[src/hdl/adc_host_pkg.sv]
// package: constants for the converter host controller
package adc_host_pkg;
  localparam int unsigned CLK_HZ          = 40000000;
  localparam int unsigned CLK_MHZ         = CLK_HZ / 1000000;
  localparam int unsigned RESULT_BITS     = 12;
  localparam int unsigned FRAME_BITS      = 16;
  localparam int unsigned LEAD_ZEROS      = 4;
  // times in ns
  localparam int unsigned CONV_FAST_NS    = 1470;
  localparam int unsigned ACQ_FAST_NS     = 200;
  localparam int unsigned CONV_SLOW_NS    = 1600;
  localparam int unsigned ACQ_SLOW_NS     = 400;
  localparam int unsigned DONE_PULSE_NS   = 100;
  localparam int unsigned READ_LEAD_NS    = 200;
  localparam int unsigned START_LOW_NS    = 50;
  // least times round up
  localparam int unsigned CONV_FAST_CYC   = (CONV_FAST_NS * CLK_MHZ + 999) / 1000;
  localparam int unsigned ACQ_FAST_CYC    = (ACQ_FAST_NS * CLK_MHZ + 999) / 1000;
  localparam int unsigned CONV_SLOW_CYC   = (CONV_SLOW_NS * CLK_MHZ + 999) / 1000;
  localparam int unsigned ACQ_SLOW_CYC    = (ACQ_SLOW_NS * CLK_MHZ + 999) / 1000;
  localparam int unsigned READ_LEAD_CYC   = (READ_LEAD_NS * CLK_MHZ + 999) / 1000;
  localparam int unsigned START_LOW_CYC   = (START_LOW_NS * CLK_MHZ + 999) / 1000;
  localparam int unsigned DONE_PULSE_CYC  = (DONE_PULSE_NS * CLK_MHZ + 999) / 1000;
  localparam int unsigned TIMER_BITS      = 8;
  localparam logic [TIMER_BITS-1:0] SCLK_HALF_DEFAULT = 8'h04;
  localparam logic [TIMER_BITS-1:0] START_LOW_TICKS   = TIMER_BITS'(START_LOW_CYC);
  localparam logic [TIMER_BITS-1:0] DONE_WAIT_TICKS   = TIMER_BITS'(2 * CONV_SLOW_CYC);
endpackage

[src/hdl/adc_host_ctrl.sv]
// module: host controller that starts conversions and fetches results from the converter
`timescale 1ns/10ps
module adc_host_ctrl
#(
  parameter bit          FAST_VARIANT = 1'b1,
  parameter bit          BIPOLAR      = 1'b1,
  parameter int unsigned SCLK_HALF    = adc_host_pkg::SCLK_HALF_DEFAULT,
  parameter int unsigned BURST_BITS   = 8
)
(
  // clock and reset
  input  wire logic                                  clk_in,
  input  wire logic                                  rst_in,
  // user side
  input  wire logic                                  serial_mode_in,
  input  wire logic                                  sample_req_in,
  output logic                                       busy_out,
  output logic                                       result_valid_out,
  output logic signed [adc_host_pkg::RESULT_BITS:0]  result_out,
  output logic                                       timeout_out,
  // converter pins
  output logic                                       convert_start_n_out,
  output logic                                       mode_select_out,
  input  wire logic                                  conversion_done_n_in,
  output logic                                       chip_select_n_out,
  output logic                                       read_strobe_n_out,
  input  wire logic [adc_host_pkg::RESULT_BITS-1:0]  parallel_result_in,
  output logic                                       shift_clock_out,
  output logic                                       frame_enable_n_out,
  input  wire logic                                  serial_result_in
);
  import adc_host_pkg::*;

  localparam int unsigned CONV_CYC = FAST_VARIANT ? CONV_FAST_CYC : CONV_SLOW_CYC;
  localparam int unsigned ACQ_CYC  = FAST_VARIANT ? ACQ_FAST_CYC : ACQ_SLOW_CYC;

  // the data synchroniser needs four cycles before the falling edge samples
  if (SCLK_HALF < 4 || SCLK_HALF > 255 || BURST_BITS < 1 || BURST_BITS > FRAME_BITS)
  begin
    $error("adc_host_ctrl: unsupported parameter value");
  end

  typedef enum logic [2:0] {IDLE, START_LOW, WAIT_DONE, READ_PAR, READ_SER, ACQUIRE} state_t;
  state_t state;

  logic done_level;
  logic done_fall;
  logic data_sync_level;

  pin_sync done_sync
  (
    .clk_in         (clk_in),
    .rst_in         (rst_in),
    .reset_level_in (1'b1),
    .pin_in         (conversion_done_n_in),
    .level_out      (done_level),
    .rise_out       (),
    .fall_out       (done_fall)
  );

  pin_sync data_sync
  (
    .clk_in         (clk_in),
    .rst_in         (rst_in),
    .reset_level_in (1'b1),
    .pin_in         (serial_result_in),
    .level_out      (data_sync_level),
    .rise_out       (),
    .fall_out       ()
  );

  function automatic logic signed [RESULT_BITS:0] format_result(input logic [RESULT_BITS-1:0] raw);
    // bipolar parts code two's complement, unipolar straight binary
    if (BIPOLAR)
      format_result = {raw[RESULT_BITS-1], raw};
    else
      format_result = {1'b0, raw};
  endfunction

  logic [TIMER_BITS-1:0] timer;
  logic [TIMER_BITS-1:0] half_cnt;
  logic [4:0]            bit_cnt;
  logic [FRAME_BITS-1:0] shift_reg;
  logic                  gap;

  // serial bit capture point: synchroniser adds latency, so sample late in high half
  always_ff @(posedge clk_in)
  begin
    if (rst_in)
    begin
      state               <= IDLE;
      timer               <= '0;
      half_cnt            <= '0;
      bit_cnt             <= '0;
      shift_reg           <= '0;
      gap                 <= 1'b0;
      busy_out            <= 1'b0;
      result_valid_out    <= 1'b0;
      result_out          <= '0;
      timeout_out         <= 1'b0;
      convert_start_n_out <= 1'b1;
      mode_select_out     <= 1'b1;
      chip_select_n_out   <= 1'b1;
      read_strobe_n_out   <= 1'b1;
      shift_clock_out     <= 1'b0;
      frame_enable_n_out  <= 1'b1;
    end
    else
    begin
      result_valid_out <= 1'b0;
      timeout_out      <= 1'b0;
      unique case (state)
        IDLE:
        begin
          // strap only changes between conversions
          mode_select_out <= ~serial_mode_in;
          if (sample_req_in && done_level)
          begin
            busy_out            <= 1'b1;
            convert_start_n_out <= 1'b0;
            timer               <= START_LOW_TICKS;
            state               <= START_LOW;
          end
        end
        START_LOW:
        begin
          if (timer == '0)
          begin
            // rising edge puts the converter into hold and converts
            convert_start_n_out <= 1'b1;
            timer               <= DONE_WAIT_TICKS;
            state               <= WAIT_DONE;
          end
          else
            timer <= timer - 1'b1;
        end
        WAIT_DONE:
        begin
          // no reads while converting select and read stay high
          if (done_fall)
          begin
            // falling done edge acts as our fetch trigger
            if (mode_select_out)
            begin
              chip_select_n_out <= 1'b0;
              read_strobe_n_out <= 1'b0;
              timer             <= TIMER_BITS'(DONE_PULSE_CYC);
              state             <= READ_PAR;
            end
            else
            begin
              frame_enable_n_out <= 1'b0;
              bit_cnt            <= '0;
              half_cnt           <= TIMER_BITS'(SCLK_HALF);
              gap                <= 1'b0;
              state              <= READ_SER;
            end
          end
          else if (timer == '0)
          begin
            timeout_out <= 1'b1;
            busy_out    <= 1'b0;
            state       <= IDLE;
          end
          else
            timer <= timer - 1'b1;
        end
        READ_PAR:
        begin
          // hold the strobes a done-pulse width so the bus settles
          if (timer == '0)
          begin
            result_out        <= format_result(parallel_result_in);
            result_valid_out  <= 1'b1;
            chip_select_n_out <= 1'b1;
            read_strobe_n_out <= 1'b1;
            timer             <= TIMER_BITS'(ACQ_CYC);
            state             <= ACQUIRE;
          end
          else
            timer <= timer - 1'b1;
        end
        READ_SER:
        begin
          if (half_cnt != '0)
            half_cnt <= half_cnt - 1'b1;
          else if (gap)
          begin
            // pause after every BURST_BITS bits, clock stopped low
            gap      <= 1'b0;
            half_cnt <= TIMER_BITS'(SCLK_HALF);
          end
          else if (!shift_clock_out)
          begin
            // rising edge makes the converter present the next bit
            shift_clock_out <= 1'b1;
            half_cnt        <= TIMER_BITS'(SCLK_HALF);
          end
          else
          begin
            // sample at the falling edge, a full half period after the change
            shift_clock_out <= 1'b0;
            shift_reg       <= {shift_reg[FRAME_BITS-2:0], data_sync_level};
            bit_cnt         <= bit_cnt + 5'd1;
            half_cnt        <= TIMER_BITS'(SCLK_HALF);
            gap <= ((5'(bit_cnt) + 5'd1) % 5'(BURST_BITS)) == 5'd0;
            if (bit_cnt == 5'(FRAME_BITS - 1))
            begin
              // frame enable rises to release the data line
              frame_enable_n_out <= 1'b1;
              // leading four bits are zeros, result follows MSB first
              result_out       <= format_result({shift_reg[RESULT_BITS-2:0], data_sync_level});
              result_valid_out <= 1'b1;
              timer            <= TIMER_BITS'(ACQ_CYC + READ_LEAD_CYC);
              state            <= ACQUIRE;
            end
          end
        end
        ACQUIRE:
        begin
          // acquisition must elapse before the next start
          if (timer == '0)
          begin
            busy_out <= 1'b0;
            state    <= IDLE;
          end
          else
            timer <= timer - 1'b1;
        end
      endcase
    end
  end
endmodule

[src/hdl/pin_sync.sv]
// module: three-stage input synchroniser with agreement filter
`timescale 1ns/10ps
module pin_sync
(
  // clock and reset
  input  wire logic clk_in,
  input  wire logic rst_in,
  input  wire logic reset_level_in,
  // pin
  input  wire logic pin_in,
  // filtered level and edges
  output logic      level_out,
  output logic      rise_out,
  output logic      fall_out
);
  logic s1;
  logic s2;
  logic s3;

  always_ff @(posedge clk_in)
  begin
    if (rst_in)
    begin
      s1 <= reset_level_in;
      s2 <= reset_level_in;
      s3 <= reset_level_in;
    end
    else
    begin
      s1 <= pin_in;
      s2 <= s1;
      s3 <= s2;
    end
  end

  // a change counts only once stages two and three agree
  always_ff @(posedge clk_in)
  begin
    if (rst_in)
    begin
      level_out <= reset_level_in;
      rise_out  <= 1'b0;
      fall_out  <= 1'b0;
    end
    else
    begin
      rise_out <= 1'b0;
      fall_out <= 1'b0;
      if (s2 == s3 && s3 != level_out)
      begin
        level_out <= s3;
        rise_out  <= s3;
        fall_out  <= ~s3;
      end
    end
  end
endmodule

[config.mk]
export PLATFORM = sky130hd
export DESIGN_NAME = adc_host_ctrl
export DESIGN_NICKNAME = d
export VERILOG_FILES = /design/src/hdl/adc_host_pkg.sv /design/src/hdl/adc_host_ctrl.sv /design/src/hdl/pin_sync.sv
export SDC_FILE = /design/constraint.sdc
export NUM_CORES = 1
export LEC_CHECK = 0
export BUFFER_PORTS_ARGS = -buffer_cell sky130_fd_sc_hd__buf_2
export CORE_ASPECT_RATIO = 1.5
export CORE_MARGIN = 2
export CORE_UTILIZATION = 45
export DETAILED_ROUTE_END_ITERATION = 8
export SYNTH_ARGS = -nofsm -noshare
export SYNTH_HDL_FRONTEND = slang
export SYNTH_HIERARCHICAL = 1
export SYNTH_SLANG_ARGS = --single-unit
[constraint.sdc]
create_clock -name clk_in -period 2.9 [get_ports clk_in]
set_clock_uncertainty 0.15 [all_clocks]
set_input_delay 0.58 -clock clk_in [delete_from_list [all_inputs] [get_ports clk_in]]
set_output_delay 0.58 -clock clk_in [all_outputs]
set_load 0.01 [all_outputs]
==> impl_metrics.json, run 1 <==
{
  "setup_viol": 0,
  "clock_latency_ns": 0.35,
  "viasPerCell": 5.61,
  "drt_pre_antenna_iters": 4,
  "crit_chain": "inv_1 > ha_1 > or3b_2 > nor2_8 > inv_2 > ha_1 > inv_1 > a22oi_1 > o22a_1 > a21oi_1",
  "hold_path_end": "done_sync/s2$_DFF_P_",
  "clock_path_buffers": 2,
  "tightestPinTransition_ns": 0.597,
  "ctsResizeCount": 0,
  "nFillCells": 714,
  "max_clock_freq_mhz": 417,
  "postCtsSetupRepairBufs": 0,
  "io_pins": 40,
  "syn_inst": 371,
  "reg2reg_slack_ns": 0.50,
  "grt_use_total": 0.204,
  "p_leak_uw": 0.00153,
  "fin_crit_ns": 2.40,
  "hold_path_depth": 2,
  "cp-start-kind": "flop",
  "routed_wl_microns": 7740,
  "grt_pass1_wl_microns": 12800,
  "r2r-start": "timer[0]$_SDFFE_PP0P_",
  "initial_core_util": 0.465,
  "arrival_ns": 2.47,
  "clock-sinks": 65,
  "fin_nets": 431,
  "ir_drop_mv": 0.378,
  "setup-tns-final_ns": 0,
  "area_growth_pct": 12.3,
  "largest_reg_flops": 12,
  "grt_pass1_vias": 2660,
  "die_h_microns": 110,
  "cts_made_buffers": 9,
  "hp-start": "done_sync/s1$_DFF_P_",
  "end_kind": "flop",
  "fin_util": 0.523,
  "rsz0062_at_grt": "false",
  "most-common-layout-cells": "dfxtp_1, a21oi_1, buf_2",
  "crit_fanout": 8,
  "grt_max_degree": 32,
  "die_area_sq_um": 8250,
  "yosysWarningCount": 6,
  "place_congestion": 0.826,
  "coreArea_sq_um": 7270,
  "cts.clk_slew.worst_paths_ns": 0.07,
  "cts_root_buffer": "clkbuf_8",
  "r2r-end": "timer[0]$_SDFFE_PP0P_",
  "initialDrtViolationCount": 200,
  "hold_path_class": "flop to flop",
  "wire_per_inst_microns": 15.2,
  "layout-drive-gt1-share": 0.240,
  "h-tree-depth": 3,
  "min_period_over_period": 0.827,
  "syn_avg_cell_area_sq_um": 9.12,
  "critical_path_required_ns": 2.98,
  "setup.worst_path.class": "flop to flop",
  "status": "completed",
  "vias": 2855,
  "synth_area_sq_um": 3380,
  "p_total_uw": 2880,
  "die_w_microns": 74.8,
  "drv_cap": 0,
  "crit_slowest_cell": "or3b_2",
  "finalHoldViolCount": 0,
  "gr-total-overflow": 0,
  "max_stage_delay_ns": 0.57,
  "rr_worst_depth": 10,
  "cts_hold_buf": 0,
  "cts_tree": "done",
  "hpwlAfterDp_microns": 5490,
  "final_common_cell": "dfxtp_1",
  "power.density_nw_per_um2": 758,
  "maxSlewHeadroom": 0.601,
  "fp-row-count": 38,
  "antenna_cells": 0,
  "portBuffers": 39,
  "antenna_found_initial": 0,
  "drv_slew": 0,
  "path_delay_family": "simple AND/OR/NAND/NOR gates",
  "ant_nets": 0,
  "critical_path_buf_inv_count": 3,
  "route.detailed.drc": 0
}
==> per-stage QoR <==
step	instance area [sq um]	cells	setup WS, ns	hold slack, ns
2_1_floorplan	3390	372	0.662	0.265
5_1_grt	3800	509	0.365	0.282
3_3_place_gp	3630	494	0.575	0.270
4_1_cts	3800	509	0.504	0.280
6_report	3800	509	0.501	0.284
3_5_place_dp	3630	494	0.505	0.275
==> routing by layer <==
layer  up-vias  track usage  wire length (microns)
li1       1432            -                      -
met1      1347        0.247                   3380
met3        10       0.0445                    309
met5         -            0                      0
met2        66        0.345                   3920
met4         0       0.0855                    126
==> worst min-delay path, cell delays in order, from the launching register on <==
cell	delay, ns
dfxtp_1	0.30
inv_1	0.04
o21ai_0	0.05
==> power by group <==
part	switching, uW	total [uW]	internal [uW]
logic	631	1080	453
registers	113	1100	991
clock network	345	694	349
==> final cells by class <==
type / instances / area, sq um / share of cell area
Multi-Input combinational cell: 265 / 1870 / 0.491
Sequential cell: 65 / 1320 / 0.348
Timing Repair Buffer: 46 / 248 / 0.0652
Clock buffer: 12 / 155 / 0.0408
Tap cell: 100 / 125 / 0.0329
Inverter: 18 / 67.6 / 0.0178
Clock inverter: 3 / 17.5 / 0.00461
==> worst max path at each step <==
stage                               start  depth (start not counted)  slack, ns               endpoint
floorplan           timer[0]$_SDFFE_PP0P_                         11       0.66  timer[0]$_SDFFE_PP0P_
global placement    timer[0]$_SDFFE_PP0P_                         10       0.58  timer[0]$_SDFFE_PP0P_
detailed placement  timer[0]$_SDFFE_PP0P_                         10       0.50  timer[0]$_SDFFE_PP0P_
CTS                 timer[0]$_SDFFE_PP0P_                         10       0.50  timer[0]$_SDFFE_PP0P_
global route        timer[0]$_SDFFE_PP0P_                         10       0.36  timer[0]$_SDFFE_PP0P_
finish              timer[0]$_SDFFE_PP0P_                         10       0.50  timer[0]$_SDFFE_PP0P_
Note: power is estimated with default switching activity, not from simulation.
==> run 2, diff against run 1 <==
==> constraint.sdc (replaced) <==
create_clock -name clk_in -period 2.4 [get_ports clk_in]
set_clock_uncertainty 0.15 [all_clocks]
set_input_delay 0.48 -clock clk_in [delete_from_list [all_inputs] [get_ports clk_in]]
set_output_delay 0.48 -clock clk_in [all_outputs]
set_load 0.01 [all_outputs]
==> run 2 against run 1 <==
Net effect:
- critical path depth unchanged
- final cell count increased by 2.8%
- setup slack lost 0.34 ns
- sequential share of layout area decreased by 1.3 points
- fmax is 6.9% higher
- register-to-register slack got worse by 0.34 ns
- clock-buffer cell count increased by 1
- combinational power up 33%
- critical path type unchanged
- critical endpoint unchanged
- largest power group is now combinational cells
==> impl_metrics.json, run 2 (synthesis gave the netlist of run 1 again) <==
{
  "hold_path_depth": 2,
  "crit_fanout": 8,
  "critical_path_buf_inv_count": 3,
  "viasPerCell": 5.59,
  "drv_slew": 0,
  "rr_worst_depth": 10,
  "antenna_found_initial": 0,
  "finalHoldViolCount": 0,
  "hpwlAfterDp_microns": 5660,
  "grt_max_degree": 49,
  "gr-total-overflow": 0,
  "timing.final.ws_setup_ns": 0.156,
  "layout-drive-gt1-share": 0.260,
  "fin_nets": 444,
  "grt_pass1_wl_microns": 13200,
  "drv_cap": 0,
  "tightestPinTransition_ns": 0.575,
  "hp-start": "serial_mode_in",
  "dp_cells": 507,
  "setup.worst_path.class": "flop to flop",
  "fin_crit_ns": 2.24,
  "cts.clk_slew.worst_paths_ns": 0.07,
  "h-tree-depth": 3,
  "max_clock_freq_mhz": 446,
  "die_area_sq_um": 8250,
  "dp_slack_ns": 0.0741,
  "fp-row-count": 38,
  "ir_drop_mv": 0.472,
  "power.density_nw_per_um2": 927,
  "antenna_cells": 0,
  "hold_path_class": "primary input to flop",
  "route.detailed.drc": 0,
  "cts_tree": "done",
  "portBuffers": 39,
  "crit_chain": "inv_1 > ha_1 > or3b_4 > nor2_8 > inv_2 > ha_1 > inv_1 > a22oi_1 > o22a_1 > a21oi_1",
  "setup-tns-final_ns": 0,
  "arrival_ns": 2.32,
  "min_period_over_period": 0.935,
  "die_h_microns": 110,
  "die_w_microns": 74.8,
  "wire_per_inst_microns": 15.1,
  "end_kind": "flop",
  "initial_core_util": 0.465,
  "routed_wl_microns": 7920,
  "crit_slowest_cell": "or3b_4",
  "path_delay_family": "simple AND/OR/NAND/NOR gates",
  "area_growth_pct": 16.8,
  "io_pins": 40,
  "final_common_cell": "dfxtp_1",
  "largest_reg_flops": 12,
  "max_stage_delay_ns": 0.42,
  "clock-sinks": 65,
  "critical_path_required_ns": 2.48,
  "cp-start-kind": "flop",
  "hold_path_end": "mode_select_out$_SDFFE_PP1P_",
  "clock_path_buffers": 2,
  "final_cells": 523,
  "most-common-layout-cells": "dfxtp_1, a21oi_1, buf_2",
  "setup_viol": 0,
  "cts_made_buffers": 9,
  "clock_latency_ns": 0.35,
  "rsz0062_at_grt": "false",
  "p_total_uw": 3670,
  "grt_pass1_vias": 2787,
  "coreArea_sq_um": 7270,
  "drt_pre_antenna_iters": 4,
  "initialDrtViolationCount": 247,
  "ant_nets": 0,
  "p_leak_uw": 0.00161,
  "reg2reg_slack_ns": 0.16,
  "place_congestion": 0.859,
  "r2r-end": "timer[0]$_SDFFE_PP0P_",
  "grt_use_total": 0.210,
  "maxSlewHeadroom": 0.614,
  "cts_root_buffer": "clkbuf_8",
  "status": "completed",
  "vias": 2924,
  "r2r-start": "timer[0]$_SDFFE_PP0P_"
}
## run 2: cell count changes in the layout (fill, tap and decap cells not counted)
cell / before / now
or3b_4: 0 / 1
clkbuf_1: 1 / 3
clkinvlp_4: 1 / 0
buf_12: 0 / 2
a41o_4: 0 / 1
a41o_2: 1 / 0
or3b_2: 4 / 3
clkbuf_8: 11 / 10
buf_4: 7 / 18
bufinv_16: 0 / 1
## run 2: report_power, final
| part | internal, uW | switching [uW] | leakage (uW) |
|---|---|---|---|
| logic | 624 | 819 | 0.000977 |
| clock network | 506 | 412 | 0.0000974 |
| registers | 1200 | 106 | 0.000532 |
| total | 2330 | 1340 | 0.00161 |
## run 2: what timing repair did
action,CTS,global route
endpoints found under the hold margin,0,0
gates resized for setup,0,2
setup buffers,0,0
hold buffers,0,0
setup endpoints to repair,0,4
## run 2: layout make-up
type / instances / area [sq um]
clock inverters: 3 / 40.0
clock buffers: 13 / 149
fillers: 693 / 3320
inverters: 18 / 67.6
multi-input cells: 265 / 1880
flip-flops and latches: 65 / 1320
well taps: 100 / 125
repair buffers: 59 / 370
## run 2: worst max path at each step
stage / depth (start not counted) / end / start
after CTS: 10 / timer[0]$_SDFFE_PP0P_ / timer[0]$_SDFFE_PP0P_
after global placement: 10 / timer[0]$_SDFFE_PP0P_ / timer[0]$_SDFFE_PP0P_
after global routing: 10 / timer[0]$_SDFFE_PP0P_ / timer[0]$_SDFFE_PP0P_
final: 10 / timer[0]$_SDFFE_PP0P_ / timer[0]$_SDFFE_PP0P_
after floorplan: 11 / timer[0]$_SDFFE_PP0P_ / timer[0]$_SDFFE_PP0P_
after detailed placement: 10 / timer[0]$_SDFFE_PP0P_ / timer[0]$_SDFFE_PP0P_
## run 2: stage by stage
| stage | area (sq um) | hold slack (ns) | util |
|---|---|---|---|
| 3_3_place_gp | 3750 | 0.268 | 0.516 |
| 3_5_place_dp | 3750 | 0.283 | 0.516 |
| 2_1_floorplan | 3390 | 0.265 | - |
| 5_1_grt | 3950 | 0.219 | 0.543 |
| 4_1_cts | 3940 | 0.200 | 0.542 |
| 6_report | 3950 | 0.207 | 0.543 |
## run 2: metal layers
| layer | GRT usage | share of wire |
|---|---|---|
| met1 | 0.257 | 0.44 |
| met2 | 0.362 | 0.51 |
| met3 | 0.0291 | 0.034 |
| met4 | 0.0931 | 0.020 |
| met5 | 0 | 0 |
## run 2: worst register-to-register path, stage by stage (launching register included)
cell and delay (ns):
dfxtp_1 0.33, inv_1 0.12, ha_1 0.18, or3b_4 0.42, nor2_8 0.12, inv_2 0.10, ha_1 0.31, inv_1 0.04
a22oi_1 0.14, o22a_1 0.17, a21oi_1 0.06
==> run 3, diff against run 2 <==
--- a/config.mk
+++ b/config.mk
@@ -8,8 +8,9 @@
 export BUFFER_PORTS_ARGS = -buffer_cell sky130_fd_sc_hd__buf_2
 export CORE_ASPECT_RATIO = 1.5
 export CORE_MARGIN = 2
-export CORE_UTILIZATION = 45
+export CORE_UTILIZATION = 55
 export DETAILED_ROUTE_END_ITERATION = 8
+export PLACE_DENSITY = 0.76
 export SYNTH_ARGS = -nofsm -noshare
 export SYNTH_HDL_FRONTEND = slang
 export SYNTH_HIERARCHICAL = 1
==> run 3 against run 2 <==
Net effect:
- largest power group unchanged
- register-to-register slack barely moved
- largest cell class unchanged
- worst hold slack got worse by 0.0071 ns
- global-route usage rose by 3.8 points
- final cell count fell by 5.2%
==> impl_metrics.json, run 3 (synthesis gave the netlist of run 1 again) <==
{
  "setup-tns-final_ns": 0,
  "setup_viol": 0,
  "die_area_sq_um": 6810,
  "cts_made_buffers": 9,
  "initial_core_util": 0.560,
  "hold_path_depth": 2,
  "hold_ws_ns": 0.200,
  "final_common_cell": "dfxtp_1",
  "rsz0062_at_grt": "false",
  "p_leak_uw": 0.00162,
  "ir_drop_mv": 0.538,
  "initialDrtViolationCount": 233,
  "finalHoldViolCount": 0,
  "critical_path_required_ns": 2.50,
  "hp-start": "serial_mode_in",
  "antenna_cells": 0,
  "io_pins": 40,
  "routed_wl_microns": 7850,
  "grt_pass1_wl_microns": 13000,
  "maxSlewHeadroom": 0.629,
  "max_clock_freq_mhz": 444,
  "portBuffers": 39,
  "clock_path_buffers": 2,
  "hold_path_class": "primary input to flop",
  "tightestPinTransition_ns": 0.553,
  "wire_per_inst_microns": 15.8,
  "largest_reg_flops": 12,
  "route.detailed.drc": 0,
  "clock_latency_ns": 0.34,
  "min_period_over_period": 0.938,
  "ant_nets": 0,
  "status": "completed",
  "cts_tree": "done",
  "r2r-end": "result_out[9]$_SDFFE_PP0P_",
  "viasPerCell": 5.95,
  "antenna_found_initial": 0,
  "fin_nets": 443,
  "setup.worst_path.class": "flop to flop",
  "reg2reg_slack_ns": 0.15,
  "fp-row-count": 35,
  "rr_worst_depth": 6,
  "cts.clk_slew.worst_paths_ns": 0.07,
  "gr-total-overflow": 0,
  "die_w_microns": 68.1,
  "end_kind": "flop",
  "drv_slew": 0,
  "drt_pre_antenna_iters": 5,
  "power.density_nw_per_um2": 968,
  "clock-sinks": 65,
  "most-common-layout-cells": "dfxtp_1, a21oi_1, buf_2",
  "place_congestion": 0.857,
  "r2r-start": "bit_cnt[0]$_SDFFE_PP0P_",
  "hpwlAfterDp_microns": 5760,
  "area_growth_pct": 16.1,
  "h-tree-depth": 3,
  "cts_hold_buf": 0,
  "postCtsSetupRepairBufs": 0,
  "arrival_ns": 2.35,
  "cp-start-kind": "flop",
  "grt_use_total": 0.249,
  "drv_cap": 0,
  "layout-drive-gt1-share": 0.265,
  "hold_path_end": "mode_select_out$_SDFFE_PP1P_",
  "cts_root_buffer": "clkbuf_8",
  "coreArea_sq_um": 6040,
  "die_h_microns": 100,
  "vias": 2950,
  "crit_fanout": 25,
  "fin_crit_ns": 2.25,
  "grt_pass1_vias": 2842,
  "grt_max_degree": 41
}
run 3: cell count changes in the layout (fill, tap and decap cells not counted), sizes merged:
cell / before / now
bufinv: 1 / 2
buf: 59 / 58
clkinvlp: 0 / 1
clkbuf: 13 / 11
run 3: layout make-up:
cell class / instances / area (sq um)
clock inverter: 5 / 77.6
inverter: 18 / 67.6
fill: 504 / 2110
multi-input combinational: 265 / 1870
timing repair buffer: 58 / 350
sequential: 65 / 1320
tap: 74 / 92.6
clock buffer: 11 / 151
run 3: metrics by stage:
step | worst slack [ns] | power (uW) | instances | instance area, sq um | util
after floorplan | 0.162 | 2380 | 372 | 3390 | -
after detailed placement | 0.0569 | 2740 | 480 | 3700 | 0.612
final | 0.148 | 3800 | 496 | 3930 | 0.650
after CTS | 0.0425 | 3800 | 496 | 3930 | 0.650
after global routing | 0.0283 | 4010 | 496 | 3930 | 0.650
after global placement | 0.144 | 2720 | 480 | 3700 | 0.612
run 3: worst max-delay path, cell delays in order (launching register included):
cell	delay, ns
dfxtp_1	0.37
ha_1	0.18
and3_1	0.16
ha_1	0.24
a41o_2	0.58
a21oi_1	0.18
a311oi_2	0.29
run 3: timing repair:
item | 4_1_cts | 5_1_grt
endpoints found under the hold margin | 0 | 0
setup endpoints to repair | 0 | 1
resized for setup | 0 | 1
run 3: worst max-delay path by stage:
| stage | start | to | slack [ns] | cells after the start |
|---|---|---|---|---|
| finish | bit_cnt[0]$_SDFFE_PP0P_ | result_out[9]$_SDFFE_PP0P_ | 0.15 | 6 |
| global route | timer[0]$_SDFFE_PP0P_ | timer[0]$_SDFFE_PP0P_ | 0.03 | 10 |
| CTS | timer[0]$_SDFFE_PP0P_ | timer[0]$_SDFFE_PP0P_ | 0.04 | 10 |
| detailed placement | timer[0]$_SDFFE_PP0P_ | timer[0]$_SDFFE_PP0P_ | 0.06 | 10 |
| global placement | timer[0]$_SDFFE_PP0P_ | timer[0]$_SDFFE_PP0P_ | 0.14 | 10 |
| floorplan | timer[0]$_SDFFE_PP0P_ | timer[0]$_SDFFE_PP0P_ | 0.16 | 11 |
run 3: metal layers:
layer,GRT usage,up-vias,share of wire
met1,0.292,1395,0.42
met5,0,-,0
met3,0.0516,17,0.040
li1,-,1456,-
met4,0.117,0,0.025
met2,0.421,82,0.52
run 3: where the power goes:
part           switching [uW]  internal [uW]  leakage, uW
registers                 133           1200     0.000532
logic                     801            614     0.000968
clock network             422            638     0.000115
total                    1360           2450      0.00162
